### src/rrc_pkg.sv
// Shared constants, types and field layout of the radio receive control block.
package rrc_pkg;

  // ****************************************
  // Register offsets
  // ****************************************
  localparam logic [7:0] REG_STATE = 8'h02;
  localparam logic [7:0] REG_PHY_STAT = 8'h06;
  localparam logic [7:0] REG_ENERGY = 8'h07;
  localparam logic [7:0] REG_CTRL2 = 8'h0c;
  localparam logic [7:0] REG_SYNC_THR = 8'h15;

  // ****************************************
  // Field positions and reset values
  // ****************************************
  localparam int FCS_OK_BIT = 7;
  localparam int SAFE_BIT = 7;
  localparam int DIS_BIT = 7;
  localparam int LVL_MSB = 3;
  localparam int CMD_MSB = 4;
  localparam logic [7:0] SYNC_THR_RESET = 8'h00;
  localparam logic [7:0] SYNC_THR_WMASK = 8'h8f;
  localparam logic [7:0] SYNC_THR_RSV = 8'h70;
  localparam logic [7:0] REG_ZERO = 8'h00;

  // ****************************************
  // State commands written to the command field
  // ****************************************
  localparam logic [4:0] CMD_GO_OFF = 5'h08;
  localparam logic [4:0] CMD_PLL_ON = 5'h09;
  localparam logic [4:0] CMD_RX_ON = 5'h06;
  localparam logic [4:0] CMD_AACK_ON = 5'h16;

  // ****************************************
  // Receive thresholds and tolerances
  // ****************************************
  localparam int FREQ_TOL_PPM = 120;
  localparam logic signed [7:0] STRENGTH_BASE_DBM = 8'sha6;
  localparam logic signed [7:0] THRES_STEP_DB = 8'sh03;
  localparam logic [3:0] LVL_OFF = 4'h0;
  localparam logic [3:0] LVL_ONE = 4'h1;

  // ****************************************
  // Frame buffer geometry
  // ****************************************
  localparam int FB_DEPTH = 128;
  localparam logic [6:0] FB_FIRST = 7'h00;
  localparam logic [6:0] FB_LAST = 7'h7f;
  localparam logic [6:0] FB_STEP = 7'h01;

  typedef enum logic [2:0] {
    ST_OFF = 3'b000,
    ST_PLL = 3'b001,
    ST_RX = 3'b010,
    ST_AACK = 3'b011,
    ST_BUSY = 3'b100,
    ST_BUSY_AACK = 3'b101
  } rrc_state_type;

  typedef struct packed {
    logic [7:0] addr;
    logic [7:0] wdata;
    logic we;
    logic re;
  } rrc_bus_type;

  typedef struct packed {
    logic shr;
    logic signed [7:0] rssi;
    logic signed [11:0] foffs;
  } rrc_sync_type;

  typedef struct packed {
    logic valid;
    logic fcs_ok;
    logic [7:0] lqi;
    logic [7:0] energy;
  } rrc_end_type;

endpackage

### src/rrc_frame_store.sv
// Frame buffer storage: one write port for the receiver, one read port for the host.
`timescale 1ns/1ps
module rrc_frame_store
  import rrc_pkg::*;
(
  input wire logic clock,
  input wire logic wr_en,
  input wire logic [6:0] wr_addr,
  input wire logic [7:0] wr_data,
  input wire logic rd_en,
  input wire logic [6:0] rd_addr,
  output logic [7:0] rd_data
);

  // Both ports are independent, so the host may read while a frame lands.
  logic [7:0] mem [FB_DEPTH];

  // Receiver side write.
  always_ff @(posedge clock) begin
    if (wr_en) begin
      mem[wr_addr] <= wr_data;
    end
  end

  // Host side read, data one cycle after the strobe.
  always_ff @(posedge clock) begin
    if (rd_en) begin
      rd_data <= mem[rd_addr];
    end
  end

endmodule

### src/rrc_receive_control.sv
// Receive control: state commands, frame detection, buffer fill and status registers.
// Summary of operation
// - Store frame, then append link quality byte.
// - Quality byte readable once frame-done pulses.
// - Latch frequency offset, correct rest of frame.
// - Pulse receive-start when a frame begins.
// - Pulse frame-done when a frame completes.
// - Update energy and checksum status per frame.
// - Receive command accepted from off or pll.
// - Auto-ack receive command from off or pll.
// - Signals under threshold never start demodulation.
// - Safe mode holds receive until frame read.
// - Protection only for frames with good checksum.
// - Detector disable blocks new sync headers.
// - Disable spares ongoing frame, ignores threshold.
// - Threshold is base plus three dB steps.
// - Zero level accepts every valid frame.
// - Sync threshold: reserved bits zero, reset zero.
// - Frame buffer spans 0x00 to 0x7f.
// - New frame during host read flags underrun.
`timescale 1ns/1ps
module rrc_receive_control
  import rrc_pkg::*;
(
  input wire logic clock,
  input wire logic srst,
  input wire rrc_bus_type bus,
  output logic [7:0] rdata,
  input wire logic fb_rd_en,
  input wire logic [6:0] fb_rd_addr,
  output logic [7:0] fb_rd_data,
  input wire logic fb_sel_n,
  input wire rrc_sync_type sync,
  input wire logic rx_byte_valid,
  input wire logic [7:0] rx_byte,
  input wire rrc_end_type rx_end,
  output logic rx_start_irq,
  output logic frame_done_irq,
  output logic buffer_underrun_irq,
  output logic signed [11:0] freq_correction,
  output logic detect_enable,
  output rrc_state_type rx_state
);

  // ****************************************
  // Threshold arithmetic
  // ****************************************

  // Signed threshold in dBm for a nonzero level; nine bits avoid wrap at level 15.
  function automatic logic signed [8:0] threshold_of(input logic [3:0] lvl);
    logic signed [8:0] steps;
    steps = $signed({5'h00, lvl - LVL_ONE}) * $signed({1'b0, THRES_STEP_DB});
    threshold_of = $signed({STRENGTH_BASE_DBM[7], STRENGTH_BASE_DBM}) + steps;
  endfunction

  // ****************************************
  // State and registers
  // ****************************************
  rrc_state_type state_r, state_nxt;
  logic [7:0] sync_thr_r;
  logic safe_r;
  logic [7:0] energy_r;
  logic fcs_ok_r;
  logic protect_r, protect_nxt;
  logic reading_r;
  logic [6:0] wptr_r;
  logic signed [11:0] foffs_r;
  logic [7:0] rdata_r;
  logic start_irq_r, done_irq_r, ur_irq_r;

  // ****************************************
  // Decoding
  // ****************************************
  wire [3:0] level = sync_thr_r[LVL_MSB:0];
  wire detect_dis = sync_thr_r[DIS_BIT];
  wire listening = (state_r == ST_RX) || (state_r == ST_AACK);
  wire busy = (state_r == ST_BUSY) || (state_r == ST_BUSY_AACK);
  wire idle_ready = (state_r == ST_OFF) || (state_r == ST_PLL);
  wire wr_state = bus.we && (bus.addr == REG_STATE);
  wire wr_ctrl2 = bus.we && (bus.addr == REG_CTRL2);
  wire wr_sync = bus.we && (bus.addr == REG_SYNC_THR);
  wire [4:0] cmd = bus.wdata[CMD_MSB:0];
  wire signed [8:0] rssi_ext = {sync.rssi[7], sync.rssi};

  // Zero level skips the strength check altogether.
  wire strong_enough = (level == LVL_OFF) || (rssi_ext > threshold_of(level));
  // Disable works alone, regardless of level, and only gates new frames.
  wire det_en = listening && !detect_dis && !protect_r;
  wire frame_start = sync.shr && det_en && strong_enough;
  wire frame_end = busy && rx_end.valid;
  wire host_reading = !fb_sel_n;

  // Buffer write: payload bytes, then the quality byte in the end cycle.
  wire fb_wr_en = busy && (rx_byte_valid || rx_end.valid);
  wire [7:0] fb_wr_data = rx_end.valid ? rx_end.lqi : rx_byte;
  wire [6:0] wptr_inc = (wptr_r == FB_LAST) ? wptr_r : wptr_r + FB_STEP;

  // Host read multiplexer; unmapped offsets read as zero.
  wire [7:0] rd_mux =
    (bus.addr == REG_STATE) ? {5'h00, state_r} :
    (bus.addr == REG_PHY_STAT) ? {fcs_ok_r, 7'h00} :
    (bus.addr == REG_ENERGY) ? energy_r :
    (bus.addr == REG_CTRL2) ? {safe_r, 7'h00} :
    (bus.addr == REG_SYNC_THR) ? sync_thr_r : REG_ZERO;

  // ****************************************
  // Next-state logic
  // ****************************************

  // Commands during a frame are ignored so a reception always runs to its end.
  always_comb begin
    state_nxt = state_r;
    case (state_r)
      ST_OFF, ST_PLL: begin
        if (wr_state && cmd == CMD_RX_ON) begin
          state_nxt = ST_RX;
        end else if (wr_state && cmd == CMD_AACK_ON) begin
          state_nxt = ST_AACK;
        end else if (wr_state && cmd == CMD_PLL_ON) begin
          state_nxt = ST_PLL;
        end else if (wr_state && cmd == CMD_GO_OFF) begin
          state_nxt = ST_OFF;
        end
      end
      ST_RX, ST_AACK: begin
        if (frame_start) begin
          state_nxt = (state_r == ST_RX) ? ST_BUSY : ST_BUSY_AACK;
        end else if (wr_state && cmd == CMD_PLL_ON && !protect_r) begin
          state_nxt = ST_PLL;
        end else if (wr_state && cmd == CMD_GO_OFF && !protect_r) begin
          state_nxt = ST_OFF;
        end
      end
      ST_BUSY: begin
        if (rx_end.valid) begin
          state_nxt = ST_RX;
        end
      end
      ST_BUSY_AACK: begin
        if (rx_end.valid) begin
          state_nxt = ST_AACK;
        end
      end
      default: begin
        state_nxt = ST_OFF;
      end
    endcase
  end

  // Protection arms only on a good checksum and drops once the host finishes reading.
  always_comb begin
    protect_nxt = protect_r;
    if (!safe_r) begin
      protect_nxt = 1'b0;
    end else if (frame_end) begin
      protect_nxt = rx_end.fcs_ok;
    end else if (reading_r && fb_sel_n) begin
      protect_nxt = 1'b0;
    end
  end

  // ****************************************
  // Clocked processes
  // ****************************************

  // Receive state.
  always_ff @(posedge clock) begin
    if (srst) begin
      state_r <= ST_OFF;
      protect_r <= 1'b0;
    end else begin
      state_r <= state_nxt;
      protect_r <= protect_nxt;
    end
  end

  // Host read tracking: a read burst ends when the select returns high.
  always_ff @(posedge clock) begin
    if (srst) begin
      reading_r <= 1'b0;
    end else begin
      reading_r <= host_reading && (reading_r || fb_rd_en);
    end
  end

  // Software registers.
  always_ff @(posedge clock) begin
    if (srst) begin
      sync_thr_r <= SYNC_THR_RESET;
      safe_r <= 1'b0;
    end else begin
      if (wr_sync) begin
        sync_thr_r <= bus.wdata & SYNC_THR_WMASK;
      end
      if (wr_ctrl2) begin
        safe_r <= bus.wdata[SAFE_BIT];
      end
    end
  end

  // Per-frame status, captured when the frame closes.
  always_ff @(posedge clock) begin
    if (srst) begin
      energy_r <= REG_ZERO;
      fcs_ok_r <= 1'b0;
    end else if (frame_end) begin
      energy_r <= rx_end.energy;
      fcs_ok_r <= rx_end.fcs_ok;
    end
  end

  // Frequency offset is taken once at sync and held through the frame.
  always_ff @(posedge clock) begin
    if (srst) begin
      foffs_r <= 12'sh000;
    end else if (frame_start) begin
      foffs_r <= sync.foffs;
    end
  end

  // Write pointer saturates so an overlong frame cannot wrap over its own start.
  always_ff @(posedge clock) begin
    if (srst || frame_start) begin
      wptr_r <= FB_FIRST;
    end else if (fb_wr_en) begin
      wptr_r <= wptr_inc;
    end
  end

  // Event pulses; frame-done follows the quality byte write by one cycle.
  always_ff @(posedge clock) begin
    if (srst) begin
      start_irq_r <= 1'b0;
      done_irq_r <= 1'b0;
      ur_irq_r <= 1'b0;
    end else begin
      start_irq_r <= frame_start;
      done_irq_r <= frame_end;
      ur_irq_r <= frame_start && host_reading;
    end
  end

  // Register read data, valid only in the cycle after the strobe.
  always_ff @(posedge clock) begin
    if (srst) begin
      rdata_r <= REG_ZERO;
    end else begin
      rdata_r <= bus.re ? rd_mux : REG_ZERO;
    end
  end

  // ****************************************
  // Frame buffer
  // ****************************************
  rrc_frame_store u_store (
    .clock(clock),
    .wr_en(fb_wr_en),
    .wr_addr(wptr_r),
    .wr_data(fb_wr_data),
    .rd_en(fb_rd_en),
    .rd_addr(fb_rd_addr),
    .rd_data(fb_rd_data)
  );

  // Outputs.
  assign rdata = rdata_r;
  assign rx_start_irq = start_irq_r;
  assign frame_done_irq = done_irq_r;
  assign buffer_underrun_irq = ur_irq_r;
  assign freq_correction = foffs_r;
  assign detect_enable = det_en;
  assign rx_state = state_r;
endmodule

### config.mk
export PLATFORM = sky130hd
export DESIGN_NAME = rrc_receive_control
export DESIGN_NICKNAME = d
export VERILOG_FILES = /design/src/rrc_pkg.sv /design/src/rrc_frame_store.sv /design/src/rrc_receive_control.sv
export SDC_FILE = /design/constraint.sdc
export NUM_CORES = 1
export LEC_CHECK = 0
export BUFFER_PORTS_ARGS = -buffer_cell sky130_fd_sc_hd__buf_2
export CAP_MARGIN = 25
export CORE_ASPECT_RATIO = 0.6
export CORE_MARGIN = 8
export CORE_UTILIZATION = 45
export CTS_BUF_LIST = sky130_fd_sc_hd__clkbuf_16
export DETAILED_ROUTE_END_ITERATION = 6
export RECOVER_POWER = 25
export SYNTH_ARGS = -nofsm -noshare
export SYNTH_HDL_FRONTEND = slang
export SYNTH_SLANG_ARGS = --single-unit
### constraint.sdc
create_clock -name clock -period 4.8 [get_ports clock]
set_clock_uncertainty 0.15 [all_clocks]
set_input_delay 0.72 -clock clock [delete_from_list [all_inputs] [get_ports clock]]
set_output_delay 0.72 -clock clock [all_outputs]
set_load 0.01 [all_outputs]
==> flow_summary_export.csv, run 1 <==
group,metric,value,unit
status,status,"finished, violations left",
status,violations,"max-capacitance violations, max-slew violations",
synthesis,ys_ff_latch,1082,
clocking,cts_htree_levels,3,
critical_path,r2r_start,"sync_thr_r[0]",
critical_path,start_kind,"flop",
clocking,post_cts_buffers,0,
finish,final_area,47500,um^2
clocking,cts_resized,0,
synthesis,netlist_area,42200,um^2
finish,diodes,0,
power,power.density,401,nW/um^2
route,dr.pass1.iters,5,
floorplanning,die_w,412,um
synthesis,yosysUniqueCellTypes,50,
route,drtAntennaViolNets,0,
placement,dp_slack,480,ps
critical_path,worstPathRequired,5200,ps
synthesis,synth_commonest_cells,"edfxtp_1 (1032), mux4_2 (256), nor2_1 (176)",
clocking,root_buffer,"clkbuf_16",
critical_path,criticalPathCategory,"reg2reg",
synthesis,ys_warn_count,0,
run,drv_cap,7,
critical_path,r2r-end,"freq_correction[11]",
clocking,cts_num_sinks,1082,
global_routing,grt_start_max_net_pins,107,
sta,fmax,230,MHz
placement,gpl.final_weighted_congestion,0.846,
critical_path,r2r_slack,440,ps
placement,numPortBuffers,109,
floorplanning,row_count,87,
synthesis,ys_seq_area_share,75.7,%
synthesis,syn_nets,2149,
synthesis,synth_top_area_share,73.4,%
sta,finalWorstSetupSlack,445,ps
placement,placed_area,44500,um^2
synthesis,synth_area_per_cell,20.5,um^2
sta,setup_tns,0,ps
global_routing,grt_pass1_wl,148,mm
power,irDropWorstVdd,0.275,mV
hold_path,hold_end,"buffer_underrun_irq",
synthesis,synth_edf_count,1032,
global_routing,grt_usage,19.3,%
finish,final_net_count,2302,
global_routing,grt_pass1_vias,21000,
sta,tightest_slew,2880,ps
sta,slew_headroom,-92.2,%
route,drc,0,
finish,area_growth,12.6,%
clocking,cts_tree,"built",
floorplanning,ios,112,
power,p_leak,14.9,nW
synthesis,synth_cells,2058,
critical_path,worst-path-max-fanout,15,
floorplanning,die_h,253,um
sta,fin_hold_ws,75.8,ps
hold_path,hold_path.class,"in2reg",
finish,utilization,50.8,%
floorplanning,start_util,45.2,%
floorplanning,core,93500,um^2
synthesis,synthTopCellsByArea,"edfxtp_1 (73%), mux4_2 (14%), dfxtp_1 (2.4%)",
sta,timing.final.crit_share,90.7,%
route,detail_route.vias_per_cell,5.97,
synthesis,synth_largest_area_cell,"edfxtp_1",
sta,hold_viol,0,
clocking,clk_latency,700,ps
hold_path,hold_path_depth,2,
route,wl_per_cell,28.6,um
clocking,cts_buffers,94,
sta,grt_setup_unrepaired,"no",
critical_path,endpoint_kind,"flop",
synthesis,synth.most_common_cell,"edfxtp_1",
sta,fin_crit,4360,ps
global_routing,antenna_found_initial,5,
clocking,cts_hold_buf,0,
route,num_vias,21100,
synthesis,synth_flop_cell,"edfxtp_1",
hold_path,holdCritStartpoint,"fb_sel_n",
global_routing,grt_overflow,0,
clocking,clkTransAtPathRegs,70,ps
placement,hpwl,64.1,mm
floorplanning,dieArea,104000,um^2
critical_path,r2r_cells,18,
route,wl,101,mm
sta,slew_viol_final,440,
critical_path,worstPathArrival,4760,ps
sta,report.final.setup_viol,0,
clocking,cts_buffer_depth,3,
synthesis,synthArstFlopShare,0,%
finish,drive_gt1_share,25.9,%
route,first_iter_violations,2337,
-- report_power, final --
group | internal (W) | switching [W]
sequential | 0.0104 | 0.00000478
clock | 0.00424 | 0.00343
combinational | 0.000338 | 0.000614
total | 0.0150 | 0.00404
-- worst max-delay path by stage --
stage	from	to	slack (ps)
floorplan	sync_thr_r[0]	freq_correction[10]	730
global placement	sync_thr_r[0]	freq_correction[4]	550
detailed placement	sync_thr_r[0]	freq_correction[10]	480
CTS	sync_thr_r[0]	freq_correction[10]	460
global route	sync_thr_r[0]	freq_correction[10]	50
finish	sync_thr_r[0]	freq_correction[11]	440
-- through the flow --
stage	cells	power, W
2_1_floorplan	2058	0.0112
3_3_place_gp	3359	0.0116
3_5_place_dp	3359	0.0116
4_1_cts	3534	0.0192
5_1_grt	3536	0.0196
6_report	3536	0.0190
-- worst max-delay path, cell delays in order, from the launching register on --
cell	delay, ps
dfxtp_1	450
inv_1	130
ha_1	220
xnor2_1	250
inv_1	150
ha_1	290
nand2_1	90
mux2i_1	170
mux2i_1	100
nor3_1	360
xnor2_1	130
ha_1	320
nand4_1	130
a21oi_1	140
o221ai_1	270
a21oi_2	260
buf_4	290
mux2i_1	250
nor2_1	50
-- layer usage --
metal / up-vias / track usage [%] / share of wire (%)
met3: 104 / 5.06 / 9.3
li1: 8858 / - / -
met1: 11300 / 30.1 / 45
met2: 875 / 27.9 / 44
met4: 4 / 2.81 / 1.2
met5: - / 0 / 0.025
-- flip-flops by register name, indices dropped and copies added, names as in the netlist --
name,count
fcs_ok_r,1
rdata,8
freq_correction,12
u_store.mem,1024
rx_state,3
sync_thr_r,5
reading_r,1
buffer_underrun_irq,1
energy_r,8
protect_r,1
safe_r,1
u_store.rd_data,8
wptr_r,7
rx_start_irq,1
frame_done_irq,1
-- cell families (layout without fill, tap and decap cells) --
logic type	after synthesis	after routing	synth area share, %
XOR/XNOR	12	12	0.249
adder cells (fa/ha/maj)	14	14	0.433
AND/OR/NAND/NOR	297	297	3.16
flip-flops	1082	1082	75.7
multiplexers	349	349	16.0
AO/OA/AOI/OAI	175	175	3.07
buffers and inverters	129	361	1.37
-- cell type report --
| cell class | instances | area, um^2 |
|---|---|---|
| fillers | 7323 | 46000 |
| inverters | 11 | 41.3 |
| flip-flops and latches | 1082 | 32000 |
| well taps | 1246 | 1560 |
| repair buffers | 175 | 1180 |
| clock buffers | 96 | 2400 |
| clock inverters | 79 | 694 |
| multi-input cells | 847 | 9670 |
-- placed cells by master, fill, tap and decap left out, types with 31 or more instances in the layout --
master     count
nor2_1       176
mux2_2        32
buf_2        102
buf_4         52
nand2_1       31
o221ai_1      33
edfxtp_1    1032
o21ai_0       36
o22a_1        32
inv_1         31
mux2i_1       53
clkbuf_16     96
dfxtp_1       50
a221oi_1      32
mux4_2       256
Power figures use the tool's default switching activity.
==> run 2, diff against run 1 <==
Settings changed: CORE_ASPECT_RATIO 0.6 to unset, SKIP_CTS_REPAIR_TIMING set to 1.
==> run 2 against run 1 <==
The flow still finishes with violations (max-capacitance violations, max-slew violations); wire length decreased by 3.2%; clock power increased by 5.6%; first-iteration DRC count decreased by 27%; core utilization increased by 0.64 points; cell count increased by 1.4%.
==> flow_summary_export.csv, run 2 (same netlist as run 1, synthesis figures left out) <==
group,metric,value,unit
floorplanning,row_count,112,
placement,numPortBuffers,109,
hold_path,hold_path.class,"in2reg",
critical_path,criticalPathCategory,"reg2reg",
hold_path,hold_path_depth,2,
clocking,clkTransAtPathRegs,60,ps
route,wl,97.7,mm
clocking,cts_htree_levels,3,
floorplanning,die_w,322,um
route,wl_per_cell,27.3,um
route,num_vias,20800,
floorplanning,core,93200,um^2
sta,slew_viol_final,422,
critical_path,endpoint_kind,"flop",
clocking,clk_latency,670,ps
sta,grt_setup_unrepaired,"no",
critical_path,worstPathRequired,5180,ps
critical_path,r2r_start,"sync_thr_r[0]",
finish,area_growth,13.6,%
route,drtAntennaViolNets,0,
critical_path,path_cells,"inv_1 > ha_1 > xnor2_1 > inv_1 > ha_1 > a21oi_1 > mux2i_1 > nor3_2 > xnor2_1 > ha_1 > nand4_1 > a21oi_1 > o221ai_1 > a21oi_4 > buf_4 > mux2i_1 > nor2_1",
clocking,cts_num_sinks,1082,
run,drv_cap,6,
critical_path,r2r_slack,410,ps
floorplanning,ios,112,
sta,setup_tns,0,ps
critical_path,max_stage_delay,460,ps
clocking,cts_buffers,110,
critical_path,cpLargestDelayFamily,"compound AO/OA/AOI/OAI gates",
finish,final_net_count,2325,
status,violations,"max-capacitance violations, max-slew violations",
placement,hpwl,61.5,mm
sta,hold_viol,0,
critical_path,start_kind,"flop",
critical_path,r2r_cells,17,
route,dr.pass1.iters,5,
placement,gpl.final_weighted_congestion,0.849,
power,p_leak,15.2,nW
finish,top_register,"u_store.mem",
clocking,cts_tree,"built",
floorplanning,die_h,322,um
critical_path,crit_buf_inv,3,
critical_path,crit_slowest_cell,"dfxtp_1",
finish,largest_reg_flops,1024,
finish,n_fill_cell,7312,
critical_path,r2r-end,"freq_correction[8]",
global_routing,grt_overflow,0,
critical_path,worst-path-max-fanout,10,
floorplanning,dieArea,104000,um^2
finish,final_cell_mix,"edfxtp_1 (1032), mux4_2 (256), nor2_1 (176)",
sta,fin_crit,4390,ps
critical_path,worstPathArrival,4770,ps
power,irDropWorstVdd,0.287,mV
clocking,cts_buffer_depth,3,
global_routing,antenna_found_initial,1,
route,first_iter_violations,1701,
route,detail_route.vias_per_cell,5.81,
global_routing,grt_usage,18.7,%
global_routing,grt_pass1_wl,145,mm
global_routing,grt_pass1_vias,21700,
sta,timing.final.crit_share,91.6,%
power,power.density,406,nW/um^2
floorplanning,start_util,45.3,%
clocking,root_buffer,"clkbuf_16",
finish,utilization,51.5,%
hold_path,hold_end,"reading_r",
sta,fmax,228,MHz
sta,slew_headroom,-87.9,%
finish,drive_gt1_share,26.7,%
sta,tightest_slew,2820,ps
route,drc,0,
hold_path,holdCritStartpoint,"fb_sel_n",
sta,report.final.setup_viol,0,
critical_path,crit_top_cell,"ha_1",
status,status,"finished, violations left",
global_routing,grt_start_max_net_pins,112,
finish,layout_commonest_cell,"edfxtp_1",
run 2: cell types whose count changed in the layout (fill, tap and decap cells not counted), sizes merged:
cell / previous run / this run
clkbuf: 104 / 124
inv: 34 / 47
clkinv: 42 / 48
buf: 167 / 171
bufinv: 11 / 7
clkinvlp: 3 / 4
diode: 0 / 1
run 2: worst reg2reg max path, cell delays in order (launching register included):
cell and delay (ps):
dfxtp_1 460, inv_1 130, ha_1 230, xnor2_1 250, inv_1 150, ha_1 350, a21oi_1 190, mux2i_1 120
nor3_2 270, xnor2_1 120, ha_1 340, nand4_1 130, a21oi_1 140, o221ai_1 310, a21oi_4 370, buf_4 280
mux2i_1 230, nor2_1 50
run 2: where the power goes:
group	internal, W	switching (W)
logic	0.000339	0.000600
registers	0.0104	0.00000957
clock network	0.00462	0.00348
total	0.0154	0.00409
run 2: layout make-up:
class                      count  area [um^2]  share of cell area (%)
antenna                        1         2.50                 0.00522
inverter                      11         41.3                  0.0861
tap                         1254         1570                    3.27
sequential                  1082        32000                    66.7
multi-input combinational    847         9680                    20.2
timing repair buffer         182         1240                    2.59
clock buffer                 113         2830                    5.89
clock inverter                95          616                    1.28
run 2: per-stage QoR:
step | cell area, um^2 | hold slack, ps | setup slack [ps] | std cells | total power, W
2_1_floorplan | 42200 | 280 | 734 | 2058 | 0.0112
5_1_grt | 48000 | 79.2 | 49.4 | 3584 | 0.0200
3_5_place_dp | 44500 | 301 | 260 | 3372 | 0.0116
4_1_cts | 48000 | 56.4 | 238 | 3580 | 0.0196
3_3_place_gp | 44500 | 289 | 354 | 3371 | 0.0116
6_report | 48000 | 107 | 406 | 3585 | 0.0195
run 2: how the worst max path moves through the flow:
stage	start	endpoint	slack, ps	depth (start not counted)
final	sync_thr_r[0]	freq_correction[8]	410	17
after global routing	sync_thr_r[0]	freq_correction[0]	50	17
after CTS	sync_thr_r[0]	freq_correction[8]	240	17
after detailed placement	sync_thr_r[0]	freq_correction[8]	260	17
after global placement	sync_thr_r[0]	freq_correction[10]	350	18
after floorplan	sync_thr_r[0]	freq_correction[10]	730	19
run 2: routing by layer:
layer | part of all wire [%] | routed length, um | track usage [%] | vias to the layer above
met2 | 48 | 46800 | 30.2 | 768
met4 | 2.2 | 2120 | 4.33 | 0
met1 | 43 | 42400 | 26.5 | 11000
li1 | - | - | - | 8916
met3 | 6.6 | 6440 | 3.63 | 147
met5 | 0 | 0 | 0 | -
